[config.mk]
export PLATFORM = sky130hd
export DESIGN_NAME = ufc_ctrl_regs
export DESIGN_NICKNAME = d
export VERILOG_FILES = /design/src/ufc_pkg.sv /design/src/ufc_pulse_check.sv /design/src/ufc_ctrl_regs.sv
export SDC_FILE = /design/constraint.sdc
export NUM_CORES = 1
export LEC_CHECK = 0
export BUFFER_PORTS_ARGS = -buffer_cell sky130_fd_sc_hd__buf_2
export CORE_MARGIN = 2
export CORE_UTILIZATION = 50
export CTS_BUF_LIST = sky130_fd_sc_hd__clkbuf_16
export CTS_CLUSTER_DIAMETER = 80
export CTS_CLUSTER_SIZE = 12
export DETAILED_ROUTE_END_ITERATION = 8
export HOLD_SLACK_MARGIN = 0.06
export PLACE_DENSITY = 0.73
export SYNTH_ARGS = -nofsm -noshare
export SYNTH_HDL_FRONTEND = slang
export SYNTH_SLANG_ARGS = --single-unit
[constraint.sdc]
create_clock -name clk_i -period 2.4 [get_ports clk_i]
set_input_delay 0.48 -clock clk_i [delete_from_list [all_inputs] [get_ports clk_i]]
set_output_delay 0.48 -clock clk_i [all_outputs]
set_load 0.02 [all_outputs]
[src/ufc_pkg.sv]
package ufc_pkg;

  // ----------------------------------------------------------------
  // Register map
  // ----------------------------------------------------------------
  localparam logic [7:0] ADDR_GAIN = 8'h13;
  localparam logic [7:0] ADDR_FAULT = 8'h14;
  localparam logic [7:0] ADDR_SUPPLY = 8'h16;

  // Writable bits; reserved bits are never stored and read as zero
  localparam logic [7:0] GAIN_WR_MASK = 8'hC7;
  localparam logic [7:0] FAULT_WR_MASK = 8'h1F;
  localparam logic [7:0] SUPPLY_WR_MASK = 8'h7F;

  localparam logic [7:0] RST_GAIN = 8'h00;
  localparam logic [7:0] RST_FAULT = 8'h00;
  localparam logic [7:0] RST_SUPPLY = 8'h20;
  localparam logic [7:0] RDATA_UNMAPPED = 8'h00;

  // ----------------------------------------------------------------
  // Field layouts
  // ----------------------------------------------------------------
  // Preamp gain codes 0..3 = 15, 10, 20, 12.5 V/V
  // Scale select 0 = 3.3 V range, 1 = 5.0 V range
  typedef struct packed {
    logic first_stage_off;
    logic last_stage_off;
    logic [2:0] rsvd;
    logic scale_sel;
    logic [1:0] preamp_gain;
  } ufc_gain_reg_type;

  typedef enum logic [1:0] {
    PIN_MODE_0 = 2'h0,
    PIN_MODE_1 = 2'h1,
    PIN_MODE_2 = 2'h2,
    PIN_MODE_3 = 2'h3
  } ufc_pin_mode_type;

  typedef struct packed {
    logic [2:0] rsvd;
    logic [2:0] pulse_fault_deglitch;
    ufc_pin_mode_type pin_mode;
  } ufc_fault_reg_type;

  // Pull-up code 0 = 10 mA, 1 = 20 mA; supply volts = code + 5
  typedef struct packed {
    logic rsvd;
    logic listen_auto_discharge;
    logic supply_high_impedance;
    logic supply_pullup_current;
    logic [3:0] supply_voltage_code;
  } ufc_supply_reg_type;

  // ----------------------------------------------------------------
  // Deglitch timing
  // ----------------------------------------------------------------
  localparam logic [2:0] DGL_OFF = 3'h7;
  localparam int CLK_PERIOD_PS = 5000;
  localparam int T_DGL0_NS = 64000;
  localparam int T_DGL1_NS = 48000;
  localparam int T_DGL2_NS = 32000;
  localparam int T_DGL3_NS = 24000;
  localparam int T_DGL4_NS = 16000;
  localparam int T_DGL5_NS = 8000;
  localparam int T_DGL6_NS = 4000;
  localparam int DGL0_CYC = (T_DGL0_NS * 1000 + CLK_PERIOD_PS - 1) / CLK_PERIOD_PS;
  localparam int DGL1_CYC = (T_DGL1_NS * 1000 + CLK_PERIOD_PS - 1) / CLK_PERIOD_PS;
  localparam int DGL2_CYC = (T_DGL2_NS * 1000 + CLK_PERIOD_PS - 1) / CLK_PERIOD_PS;
  localparam int DGL3_CYC = (T_DGL3_NS * 1000 + CLK_PERIOD_PS - 1) / CLK_PERIOD_PS;
  localparam int DGL4_CYC = (T_DGL4_NS * 1000 + CLK_PERIOD_PS - 1) / CLK_PERIOD_PS;
  localparam int DGL5_CYC = (T_DGL5_NS * 1000 + CLK_PERIOD_PS - 1) / CLK_PERIOD_PS;
  localparam int DGL6_CYC = (T_DGL6_NS * 1000 + CLK_PERIOD_PS - 1) / CLK_PERIOD_PS;

  // ----------------------------------------------------------------
  // State carriers
  // ----------------------------------------------------------------
  typedef enum logic [1:0] {
    CHK_IDLE = 2'b00,
    CHK_RUN = 2'b01
  } ufc_chk_state_type;

  typedef struct packed {
    ufc_chk_state_type st;
    logic burst_d;
    logic pa_d;
    logic pb_d;
    logic [15:0] cnt_a;
    logic [15:0] cnt_b;
    logic fault;
  } ufc_chk_type;

  localparam ufc_chk_type CHK_RST = '{st: CHK_IDLE, default: '0};

  typedef struct packed {
    ufc_gain_reg_type gain;
    ufc_fault_reg_type fault_cfg;
    ufc_supply_reg_type supply;
    logic sa1;
    logic sa2;
    logic sb1;
    logic sb2;
    logic burst;
    logic trig_d;
    logic charge;
    logic flag;
    logic [7:0] rdata;
  } ufc_main_type;

  localparam ufc_main_type MAIN_RST = '{
    gain: ufc_gain_reg_type'(RST_GAIN),
    fault_cfg: ufc_fault_reg_type'(RST_FAULT),
    supply: ufc_supply_reg_type'(RST_SUPPLY),
    default: '0
  };

endpackage

[src/ufc_pulse_check.sv]
`timescale 1ns/1ps
module ufc_pulse_check import ufc_pkg::*; #(
  parameter int P_DGL0_CYC = DGL0_CYC,
  parameter int P_DGL1_CYC = DGL1_CYC,
  parameter int P_DGL2_CYC = DGL2_CYC,
  parameter int P_DGL3_CYC = DGL3_CYC
) (
  // Clock and reset
  input wire logic clk_i,
  input wire logic rst_b_i,
  // Synchronised burst pins and burst state
  input wire logic pin_a_i,
  input wire logic pin_b_i,
  input wire logic burst_i,
  // Configuration
  input wire ufc_pin_mode_type mode_i,
  input wire logic [2:0] deglitch_i,
  // One-cycle fault event
  output logic fault_o
);

  ufc_chk_type s_r;
  ufc_chk_type s_nxt;
  logic [15:0] limit;
  logic en;
  logic both_high;
  logic tog_a;
  logic tog_b;

  always_comb begin
    case (deglitch_i)
      3'h0: limit = 16'(P_DGL0_CYC);
      3'h1: limit = 16'(P_DGL1_CYC);
      3'h2: limit = 16'(P_DGL2_CYC);
      3'h3: limit = 16'(P_DGL3_CYC);
      3'h4: limit = 16'(DGL4_CYC);
      3'h5: limit = 16'(DGL5_CYC);
      3'h6: limit = 16'(DGL6_CYC);
      default: limit = 16'hFFFF;
    endcase
  end

  assign en = (deglitch_i != DGL_OFF) && (mode_i != PIN_MODE_3);
  assign both_high = (mode_i == PIN_MODE_2) && pin_a_i && pin_b_i;
  assign tog_a = pin_a_i ^ s_r.pa_d;
  assign tog_b = pin_b_i ^ s_r.pb_d;

  always_comb begin
    s_nxt = s_r;
    s_nxt.fault = 1'b0;
    s_nxt.burst_d = burst_i;
    s_nxt.pa_d = pin_a_i;
    s_nxt.pb_d = pin_b_i;
    case (s_r.st)
      CHK_IDLE: begin
        s_nxt.cnt_a = 16'h0000;
        s_nxt.cnt_b = 16'h0000;
        if (burst_i && !s_r.burst_d) begin
          s_nxt.st = CHK_RUN;
        end
      end
      CHK_RUN: begin
        if (!burst_i) begin
          s_nxt.st = CHK_IDLE;
        end else if (!en || both_high) begin
          s_nxt.cnt_a = 16'h0000;
          s_nxt.cnt_b = 16'h0000;
        end else begin
          // Counters saturate so one idle stretch gives one event
          s_nxt.cnt_b = tog_b ? 16'h0000 :
                        (s_r.cnt_b == limit) ? s_r.cnt_b : s_r.cnt_b + 16'h0001;
          if (mode_i == PIN_MODE_2) begin
            s_nxt.cnt_a = tog_a ? 16'h0000 :
                          (s_r.cnt_a == limit) ? s_r.cnt_a : s_r.cnt_a + 16'h0001;
          end else begin
            s_nxt.cnt_a = 16'h0000;
          end
          s_nxt.fault = (!tog_b && s_r.cnt_b == limit - 16'h0001) ||
                        (mode_i == PIN_MODE_2 && !tog_a &&
                         s_r.cnt_a == limit - 16'h0001);
        end
      end
      default: s_nxt = CHK_RST;
    endcase
  end

  always_ff @(posedge clk_i) begin
    if (!rst_b_i) begin
      s_r <= CHK_RST;
    end else begin
      s_r <= s_nxt;
    end
  end

  assign fault_o = s_r.fault;

  AST_FAULT_PIN_B: assert property (
    @(posedge clk_i) disable iff (!rst_b_i)
    (s_r.st == CHK_RUN && burst_i && en && !both_high && !tog_b &&
     s_r.cnt_b == limit - 16'h0001) |=> fault_o)
    else $error("idle burst pin b did not raise a fault");

  AST_BOTH_HIGH_QUIET: assert property (
    @(posedge clk_i) disable iff (!rst_b_i)
    (mode_i == PIN_MODE_2 && pin_a_i && pin_b_i) |=> !fault_o)
    else $error("fault raised while both pins high in mode 2");

  AST_CHECK_OFF: assert property (
    @(posedge clk_i) disable iff (!rst_b_i)
    (deglitch_i == DGL_OFF) |=> !fault_o)
    else $error("fault raised with check disabled");

  AST_FAULT_NEEDS_BURST: assert property (
    @(posedge clk_i) disable iff (!rst_b_i)
    fault_o |-> $past(s_r.st) == CHK_RUN && $past(burst_i))
    else $error("fault raised outside a burst");

endmodule

[src/ufc_ctrl_regs.sv]
`timescale 1ns/1ps
// Summary of operation
// - Gain register bit 7 powers down the first log amplifier stage.
// - Gain register bit 6 removes current from the last log amplifier stage.
// - Gain register bit 2 picks envelope range: 0 is 3.3 V, 1 is 5.0 V.
// - Gain bits 1:0 pick preamp gain 15, 10, 20, 12.5 V/V.
// - Deglitch bits 4:2 pick 64..4 us fault timeout; code 7 disables the check.
// - Pin modes 0 and 1: idle pin b beyond deglitch during burst raises fault.
// - Pin mode 2: either idle pin raises fault, except while both are high.
// - Pin mode bits 1:0 select one of four burst pin modes.
// - Listen auto-discharge with trigger low stops supply charging at burst end.
// - High-impedance bit, reset 1, turns off supply current and regulation.
// - Pull-up bit selects 10 mA when clear, 20 mA when set.
// - Supply voltage equals four-bit code plus 5 volts.
// - Charge trigger switches charging under auto-discharge; no effect in high impedance.
// - Command trigger starts or stops burst only in pin mode 0.
module ufc_ctrl_regs import ufc_pkg::*; #(
  parameter int P_DGL0_CYC = DGL0_CYC,
  parameter int P_DGL1_CYC = DGL1_CYC,
  parameter int P_DGL2_CYC = DGL2_CYC,
  parameter int P_DGL3_CYC = DGL3_CYC
) (
  // Clock and reset
  input wire logic clk_i,
  input wire logic rst_b_i,
  // Configuration port
  input wire logic [7:0] cfg_addr_i,
  input wire logic cfg_wr_i,
  input wire logic cfg_rd_i,
  input wire logic [7:0] cfg_wdata_i,
  output logic [7:0] cfg_rdata_o,
  // Neighbouring control bits
  input wire logic cmd_trigger_i,
  input wire logic supply_charge_trigger_i,
  input wire logic pin_burst_i,
  input wire logic flag_clear_i,
  // Burst pins
  input wire logic burst_pin_a_i,
  input wire logic burst_pin_b_i,
  // Receiver controls
  output logic first_stage_off_o,
  output logic last_stage_off_o,
  output logic scale_sel_o,
  output logic [1:0] preamp_gain_o,
  // Burst and fault
  output logic [1:0] pin_mode_o,
  output logic burst_active_o,
  output logic pulse_fault_flag_o,
  // Drive supply controls
  output logic supply_high_impedance_o,
  output logic supply_pullup_current_o,
  output logic [3:0] supply_voltage_code_o,
  output logic supply_charge_en_o
);

  ufc_main_type s_r;
  ufc_main_type s_nxt;
  logic fault_pulse;
  logic burst_req;
  logic burst_rise;
  logic burst_fall;
  logic trig_fall;

  // ----------------------------------------------------------------
  // Fault check
  // ----------------------------------------------------------------
  ufc_pulse_check #(
    .P_DGL0_CYC(P_DGL0_CYC),
    .P_DGL1_CYC(P_DGL1_CYC),
    .P_DGL2_CYC(P_DGL2_CYC),
    .P_DGL3_CYC(P_DGL3_CYC)
  ) u_check (
    .clk_i(clk_i),
    .rst_b_i(rst_b_i),
    .pin_a_i(s_r.sa2),
    .pin_b_i(s_r.sb2),
    .burst_i(s_r.burst),
    .mode_i(s_r.fault_cfg.pin_mode),
    .deglitch_i(s_r.fault_cfg.pulse_fault_deglitch),
    .fault_o(fault_pulse)
  );

  // ----------------------------------------------------------------
  // Next state
  // ----------------------------------------------------------------
  always_comb begin
    s_nxt = s_r;
    // Pins are asynchronous to the clock
    s_nxt.sa1 = burst_pin_a_i;
    s_nxt.sa2 = s_r.sa1;
    s_nxt.sb1 = burst_pin_b_i;
    s_nxt.sb2 = s_r.sb1;

    if (cfg_wr_i) begin
      case (cfg_addr_i)
        ADDR_GAIN: s_nxt.gain = ufc_gain_reg_type'(cfg_wdata_i & GAIN_WR_MASK);
        ADDR_FAULT: s_nxt.fault_cfg = ufc_fault_reg_type'(cfg_wdata_i & FAULT_WR_MASK);
        ADDR_SUPPLY: s_nxt.supply = ufc_supply_reg_type'(cfg_wdata_i & SUPPLY_WR_MASK);
        default: s_nxt.gain = s_r.gain;
      endcase
    end

    if (cfg_rd_i) begin
      case (cfg_addr_i)
        ADDR_GAIN: s_nxt.rdata = s_r.gain;
        ADDR_FAULT: s_nxt.rdata = s_r.fault_cfg;
        ADDR_SUPPLY: s_nxt.rdata = s_r.supply;
        default: s_nxt.rdata = RDATA_UNMAPPED;
      endcase
    end

    s_nxt.burst = burst_req;

    // Set beats a clear in the same cycle
    s_nxt.flag = fault_pulse | (s_r.flag & ~flag_clear_i);

    s_nxt.trig_d = supply_charge_trigger_i;
    if (s_r.supply.supply_high_impedance) begin
      s_nxt.charge = 1'b0;
    end else if (!s_r.supply.listen_auto_discharge) begin
      s_nxt.charge = 1'b1;
    end else if (supply_charge_trigger_i) begin
      s_nxt.charge = 1'b1;
    end else if (burst_rise) begin
      // Burst needs the supply even when it was discharged in listen
      s_nxt.charge = 1'b1;
    end else if (burst_fall || trig_fall) begin
      s_nxt.charge = 1'b0;
    end else begin
      s_nxt.charge = s_r.charge;
    end
  end

  // Pin-driven modes take the burst request from the pin decoder
  assign burst_req = (s_r.fault_cfg.pin_mode == PIN_MODE_0) ? cmd_trigger_i :
                     pin_burst_i;
  // Edges come from the request, so the charge logic never loops through s_nxt
  assign burst_rise = burst_req & ~s_r.burst;
  assign burst_fall = ~burst_req & s_r.burst;
  assign trig_fall = ~supply_charge_trigger_i & s_r.trig_d;

  always_ff @(posedge clk_i) begin
    if (!rst_b_i) begin
      s_r <= MAIN_RST;
    end else begin
      s_r <= s_nxt;
    end
  end

  // ----------------------------------------------------------------
  // Outputs
  // ----------------------------------------------------------------
  assign cfg_rdata_o = s_r.rdata;
  assign first_stage_off_o = s_r.gain.first_stage_off;
  assign last_stage_off_o = s_r.gain.last_stage_off;
  assign scale_sel_o = s_r.gain.scale_sel;
  assign preamp_gain_o = s_r.gain.preamp_gain;
  assign pin_mode_o = s_r.fault_cfg.pin_mode;
  assign burst_active_o = s_r.burst;
  assign pulse_fault_flag_o = s_r.flag;
  assign supply_high_impedance_o = s_r.supply.supply_high_impedance;
  assign supply_pullup_current_o = s_r.supply.supply_pullup_current;
  assign supply_voltage_code_o = s_r.supply.supply_voltage_code;
  assign supply_charge_en_o = s_r.charge;

  // ----------------------------------------------------------------
  // Checks
  // ----------------------------------------------------------------
  AST_FIRST_STAGE: assert property (
    @(posedge clk_i) disable iff (!rst_b_i)
    (cfg_wr_i && cfg_addr_i == ADDR_GAIN) |=> first_stage_off_o == $past(cfg_wdata_i[7]))
    else $error("first stage control did not follow write");

  AST_LAST_STAGE: assert property (
    @(posedge clk_i) disable iff (!rst_b_i)
    (cfg_wr_i && cfg_addr_i == ADDR_GAIN) |=> last_stage_off_o == $past(cfg_wdata_i[6]))
    else $error("last stage control did not follow write");

  AST_SCALE_GAIN: assert property (
    @(posedge clk_i) disable iff (!rst_b_i)
    (cfg_wr_i && cfg_addr_i == ADDR_GAIN) |=>
      {scale_sel_o, preamp_gain_o} == $past(cfg_wdata_i[2:0]) ##1
      (!$past(cfg_rd_i) || $past(cfg_addr_i) != ADDR_GAIN || cfg_rdata_o[5:3] == 3'h0))
    else $error("scale or preamp gain did not follow write");

  AST_PREAMP_HOLD: assert property (
    @(posedge clk_i) disable iff (!rst_b_i)
    !(cfg_wr_i && cfg_addr_i == ADDR_GAIN) |=> $stable(preamp_gain_o))
    else $error("preamp gain changed without a write");

  AST_PIN_MODE_READ: assert property (
    @(posedge clk_i) disable iff (!rst_b_i)
    (cfg_rd_i && cfg_addr_i == ADDR_FAULT) |=> cfg_rdata_o[1:0] == $past(pin_mode_o))
    else $error("pin mode readback mismatch");

  AST_HIZ_NO_CHARGE: assert property (
    @(posedge clk_i) disable iff (!rst_b_i)
    supply_high_impedance_o |=> !supply_charge_en_o)
    else $error("supply charging while high impedance");

  AST_SUPPLY_FIELDS: assert property (
    @(posedge clk_i) disable iff (!rst_b_i)
    (cfg_wr_i && cfg_addr_i == ADDR_SUPPLY) |=>
      {supply_pullup_current_o, supply_voltage_code_o} == $past(cfg_wdata_i[4:0]))
    else $error("supply fields did not follow write");

  AST_LISTEN_OFF: assert property (
    @(posedge clk_i) disable iff (!rst_b_i)
    (burst_fall && s_r.supply.listen_auto_discharge && !supply_charge_trigger_i &&
     !supply_high_impedance_o) |=> !supply_charge_en_o)
    else $error("charging not stopped after burst in listen");

  AST_TRIGGER_ON: assert property (
    @(posedge clk_i) disable iff (!rst_b_i)
    (supply_charge_trigger_i && !supply_high_impedance_o) |=> supply_charge_en_o)
    else $error("charge trigger did not enable charging");

  AST_CMD_MODE: assert property (
    @(posedge clk_i) disable iff (!rst_b_i)
    (pin_mode_o != PIN_MODE_0) |=> burst_active_o == $past(pin_burst_i))
    else $error("command trigger not ignored outside mode 0");

  AST_FLAG_SET_WINS: assert property (
    @(posedge clk_i) disable iff (!rst_b_i)
    fault_pulse |=> pulse_fault_flag_o)
    else $error("fault event lost");

endmodule

==> results.sh <==
export IMPL_setup_tns_ns=0
export IMPL_slew_headroom=0.618
export IMPL_drv_cap=0
export IMPL_root_buffer="clkbuf_16"
export IMPL_startpoint="u_check.s_r[17]"
export IMPL_crit_path_end_kind="flip-flop"
export IMPL_clk_pin_slew_ns=0.06
export IMPL_num_antenna_cells=0
export IMPL_cp_endpoint="u_check.s_r[19]"
export IMPL_crit_family="simple AND/OR/NAND/NOR gates"
export IMPL_yosys_warnings=0
export IMPL_leakagePower_nw=1.96
export IMPL_final_cells=674
export IMPL_start_kind="flip-flop"
export IMPL_ys_ff_latch=70
export IMPL_num_io_pins=50
export IMPL_cp_required_ns=2.59
export IMPL_vdd_drop_max_mv=0.335
export IMPL_drive_above_1_share=0.199
export IMPL_chipWidth_um=95.9
export IMPL_cts_sinks=70
export IMPL_fp_dieH_um=95.9
export IMPL_asyncSetResetFlopFracSynth=0
export IMPL_grt_pass1_vias=3527
export IMPL_rsz0062_at_grt="no"
export IMPL_dominantRegCellSynth="dfxtp_1"
export IMPL_synthSimpleGateAreaFrac=0.258
export IMPL_synthAdderAreaFrac=0.0113
export IMPL_synth_avg_cell_area_um2=7.95
export IMPL_power_frac_seq=0.432
export IMPL_cts_tree="yes"
export IMPL_path_depth=7
export IMPL_groute_usage_overall=0.239
export IMPL_cts_buffers=9
export IMPL_drc_errors=0
export IMPL_p_switching_mw=0.596
export IMPL_synth_top_family_by_area="simple AND/OR/NAND/NOR gates"
export IMPL_worstPathCellList="or4_1 -> nor3_1 -> o2111ai_1 -> or4_4 -> o21ai_4 -> buf_12 -> o32ai_1"
export IMPL_grt_pass1_wl_mm=17.4
export IMPL_place_inst=658
export IMPL_fin_crit_sh=0.968
export IMPL_worstPathMaxFanout=14
export IMPL_wl_mm=10.8
export IMPL_min_path_type="input port to flip-flop"
export IMPL_p_comb_frac=0.044
export IMPL_crit_arrival_ns=2.52
export IMPL_worstHoldPathCells=2
export IMPL_synth_edf_count=0
export IMPL_synth_xor_area_share=0.0436
export IMPL_grt_max_degree=32
export IMPL_syn2layout_area_growth_pct=15.8
export IMPL_final_cell_mix="dfxtp_1, buf_2, nor2_1"
export IMPL_num_vias=4072
export IMPL_r2r_start="u_check.s_r[17]"
export IMPL_tightest_slew_ns=0.571
export IMPL_finalHoldViolCount=0
export IMPL_row_count=33
export IMPL_report_power_total_mw=2.73
export IMPL_layout_min_cycle_time_ns=2.32
export IMPL_fillers=753
export IMPL_synth_compound_area_frac=0.211
export IMPL_r2r_slack_ns=0.08
export IMPL_cts_setup_buffers=0
export IMPL_switching_share=0.219
export IMPL_die_area_um2=9190
export IMPL_portBuffers=49
export IMPL_ctsHoldBuffers=0
export IMPL_clockBufferDepth=2
export IMPL_fin_skew_ns=0.00901
export IMPL_synth_area_leader_cell="dfxtp_1"
export IMPL_ant_nets=0
export IMPL_wl_per_cell_um=16.0
export IMPL_finalSetupViolCount=0
export IMPL_min_delay_start="burst_pin_b_i"
export IMPL_final_common_cell="dfxtp_1"
export IMPL_drt_iter0_markers=339
export IMPL_antenna_found_initial=0
export IMPL_clkPwrFrac=0.524
export IMPL_core_um2=8220
export IMPL_power_per_cell_area_nw_per_um2=558
export IMPL_max_stage_delay_ns=0.57
export IMPL_grt_overflow=0
export IMPL_finalNetCount=593
export IMPL_dpl_hpwl_mm=7.47
export IMPL_synth_area_top_cells="dfxtp_1, a21oi_1, mux2i_1, nor2_1, nand2_1"
export IMPL_place_congestion=0.883
export IMPL_worstSetupPathType="flip-flop to flip-flop"
export IMPL_synth_cell_types=65
export IMPL_worst_path_buf_inv=1
export IMPL_drtPass1Iterations=5
export IMPL_crit_slowest_cell="or4_4"
export IMPL_start_util=0.513
export IMPL_syn_inst=531
export IMPL_p_int_mw=2.13
export IMPL_worstSkewPairLatency_ns=0.33
export IMPL_max_freq_mhz=431
export IMPL_netlist_area_leader_share=0.332
export IMPL_muxShareOfSynthArea=0.0560
export IMPL_reg2reg_to="u_check.s_r[19]"
export IMPL_syn_cell_area_um2=4220
export IMPL_maxSlewViolCount=0
export IMPL_status="completed"
export IMPL_syn_num_nets=560
export IMPL_routed_via_density=6.04
export IMPL_ys_seq_area_frac=0.332
export IMPL_ff2ff_path_depth=7
export IMPL_h_tree_depth=3
[cells by family after synthesis]
| logic type | count (synthesis) |
|---|---|
| fa+ha+maj | 4 |
| xor+xnor | 21 |
| simple gates | 203 |
| buf+inv | 76 |
| mux | 23 |
| flops | 70 |
| compound gates | 134 |
[stage by stage]
stage | util | setup WS, ns | area [um^2] | hold slack [ns]
2_1_floorplan | - | 0.205 | 4220 | 0.397
3_3_place_gp | 0.554 | 0.183 | 4550 | 0.404
3_5_place_dp | 0.554 | 0.119 | 4550 | 0.409
4_1_cts | 0.594 | 0.115 | 4880 | 0.347
5_1_grt | 0.595 | 0.00651 | 4890 | 0.354
6_report | 0.595 | 0.0772 | 4890 | 0.351
[worst min-delay path by stage]
stage / end / slack (ns)
global route: s_nxt[14] / 0.35
floorplan: u_check.s_r[36] / 0.40
detailed placement: u_check.s_r[36] / 0.41
finish: s_nxt[12] / 0.35
CTS: s_nxt[12] / 0.35
global placement: u_check.s_r[36] / 0.40
[cell type report]
cell class,count,area (um^2),share of cell area
sequential,70,1400,0.287
timing repair buffer,84,520,0.107
tap,105,131,0.0269
inverter,14,52.6,0.0108
clock inverter,7,97.6,0.0200
clock buffer,9,225,0.0461
multi-input combinational,385,2460,0.503
[registers in the layout, summed over array words and instances (netlist names)]
name and count:
pin_mode_o 2, supply_voltage_code_o 4, supply_pullup_current_o 1, supply_high_impedance_o 1, s_nxt 2, scale_sel_o 1, last_stage_off_o 1, preamp_gain_o 2
cfg_rdata_o 8, s_r 7, burst_active_o 1, supply_charge_en_o 1, pulse_fault_flag_o 1, first_stage_off_o 1, u_check.fault_o 1, u_check.s_r 36
[routing by layer]
metal | part of all wire | track usage | vias up
li1 | - | - | 1990
met1 | 0.46 | 0.324 | 1922
met2 | 0.47 | 0.385 | 148
met3 | 0.062 | 0.0470 | 12
met4 | 0.012 | 0.0702 | 0
met5 | 0 | 0 | -
[cell usage after synthesis, types with 7 or more instances]
library cell   n
inv_1         14
and3_1        11
mux2i_1       18
buf_2         13
and2_1         9
nand4_1       14
nor3_1        10
nor2_1        41
a211oi_1       7
nand2_1       39
nand2b_1      14
o41ai_1       10
dfxtp_1       70
clkbuf_1      31
o21ai_0       26
xor2_1        14
buf_4         16
nand3_1       27
a21oi_1       37
xnor2_1        7
[power by group through the flow]
stage / Combinational, mW / Clock, mW / Sequential, mW
2_1_floorplan: 0.0725 / 0 / 1.20
3_3_place_gp: 0.116 / 0 / 1.20
3_5_place_dp: 0.119 / 0 / 1.20
4_1_cts: 0.120 / 1.45 / 1.18
5_1_grt: 0.134 / 1.51 / 1.18
6_report: 0.121 / 1.43 / 1.18
[repair_timing]
item	in CTS	in global routing
endpoints found under the setup margin	0	2
endpoints found under the hold margin	0	0
gates resized for setup	0	2
Note: power is estimated with default switching activity, not from simulation.
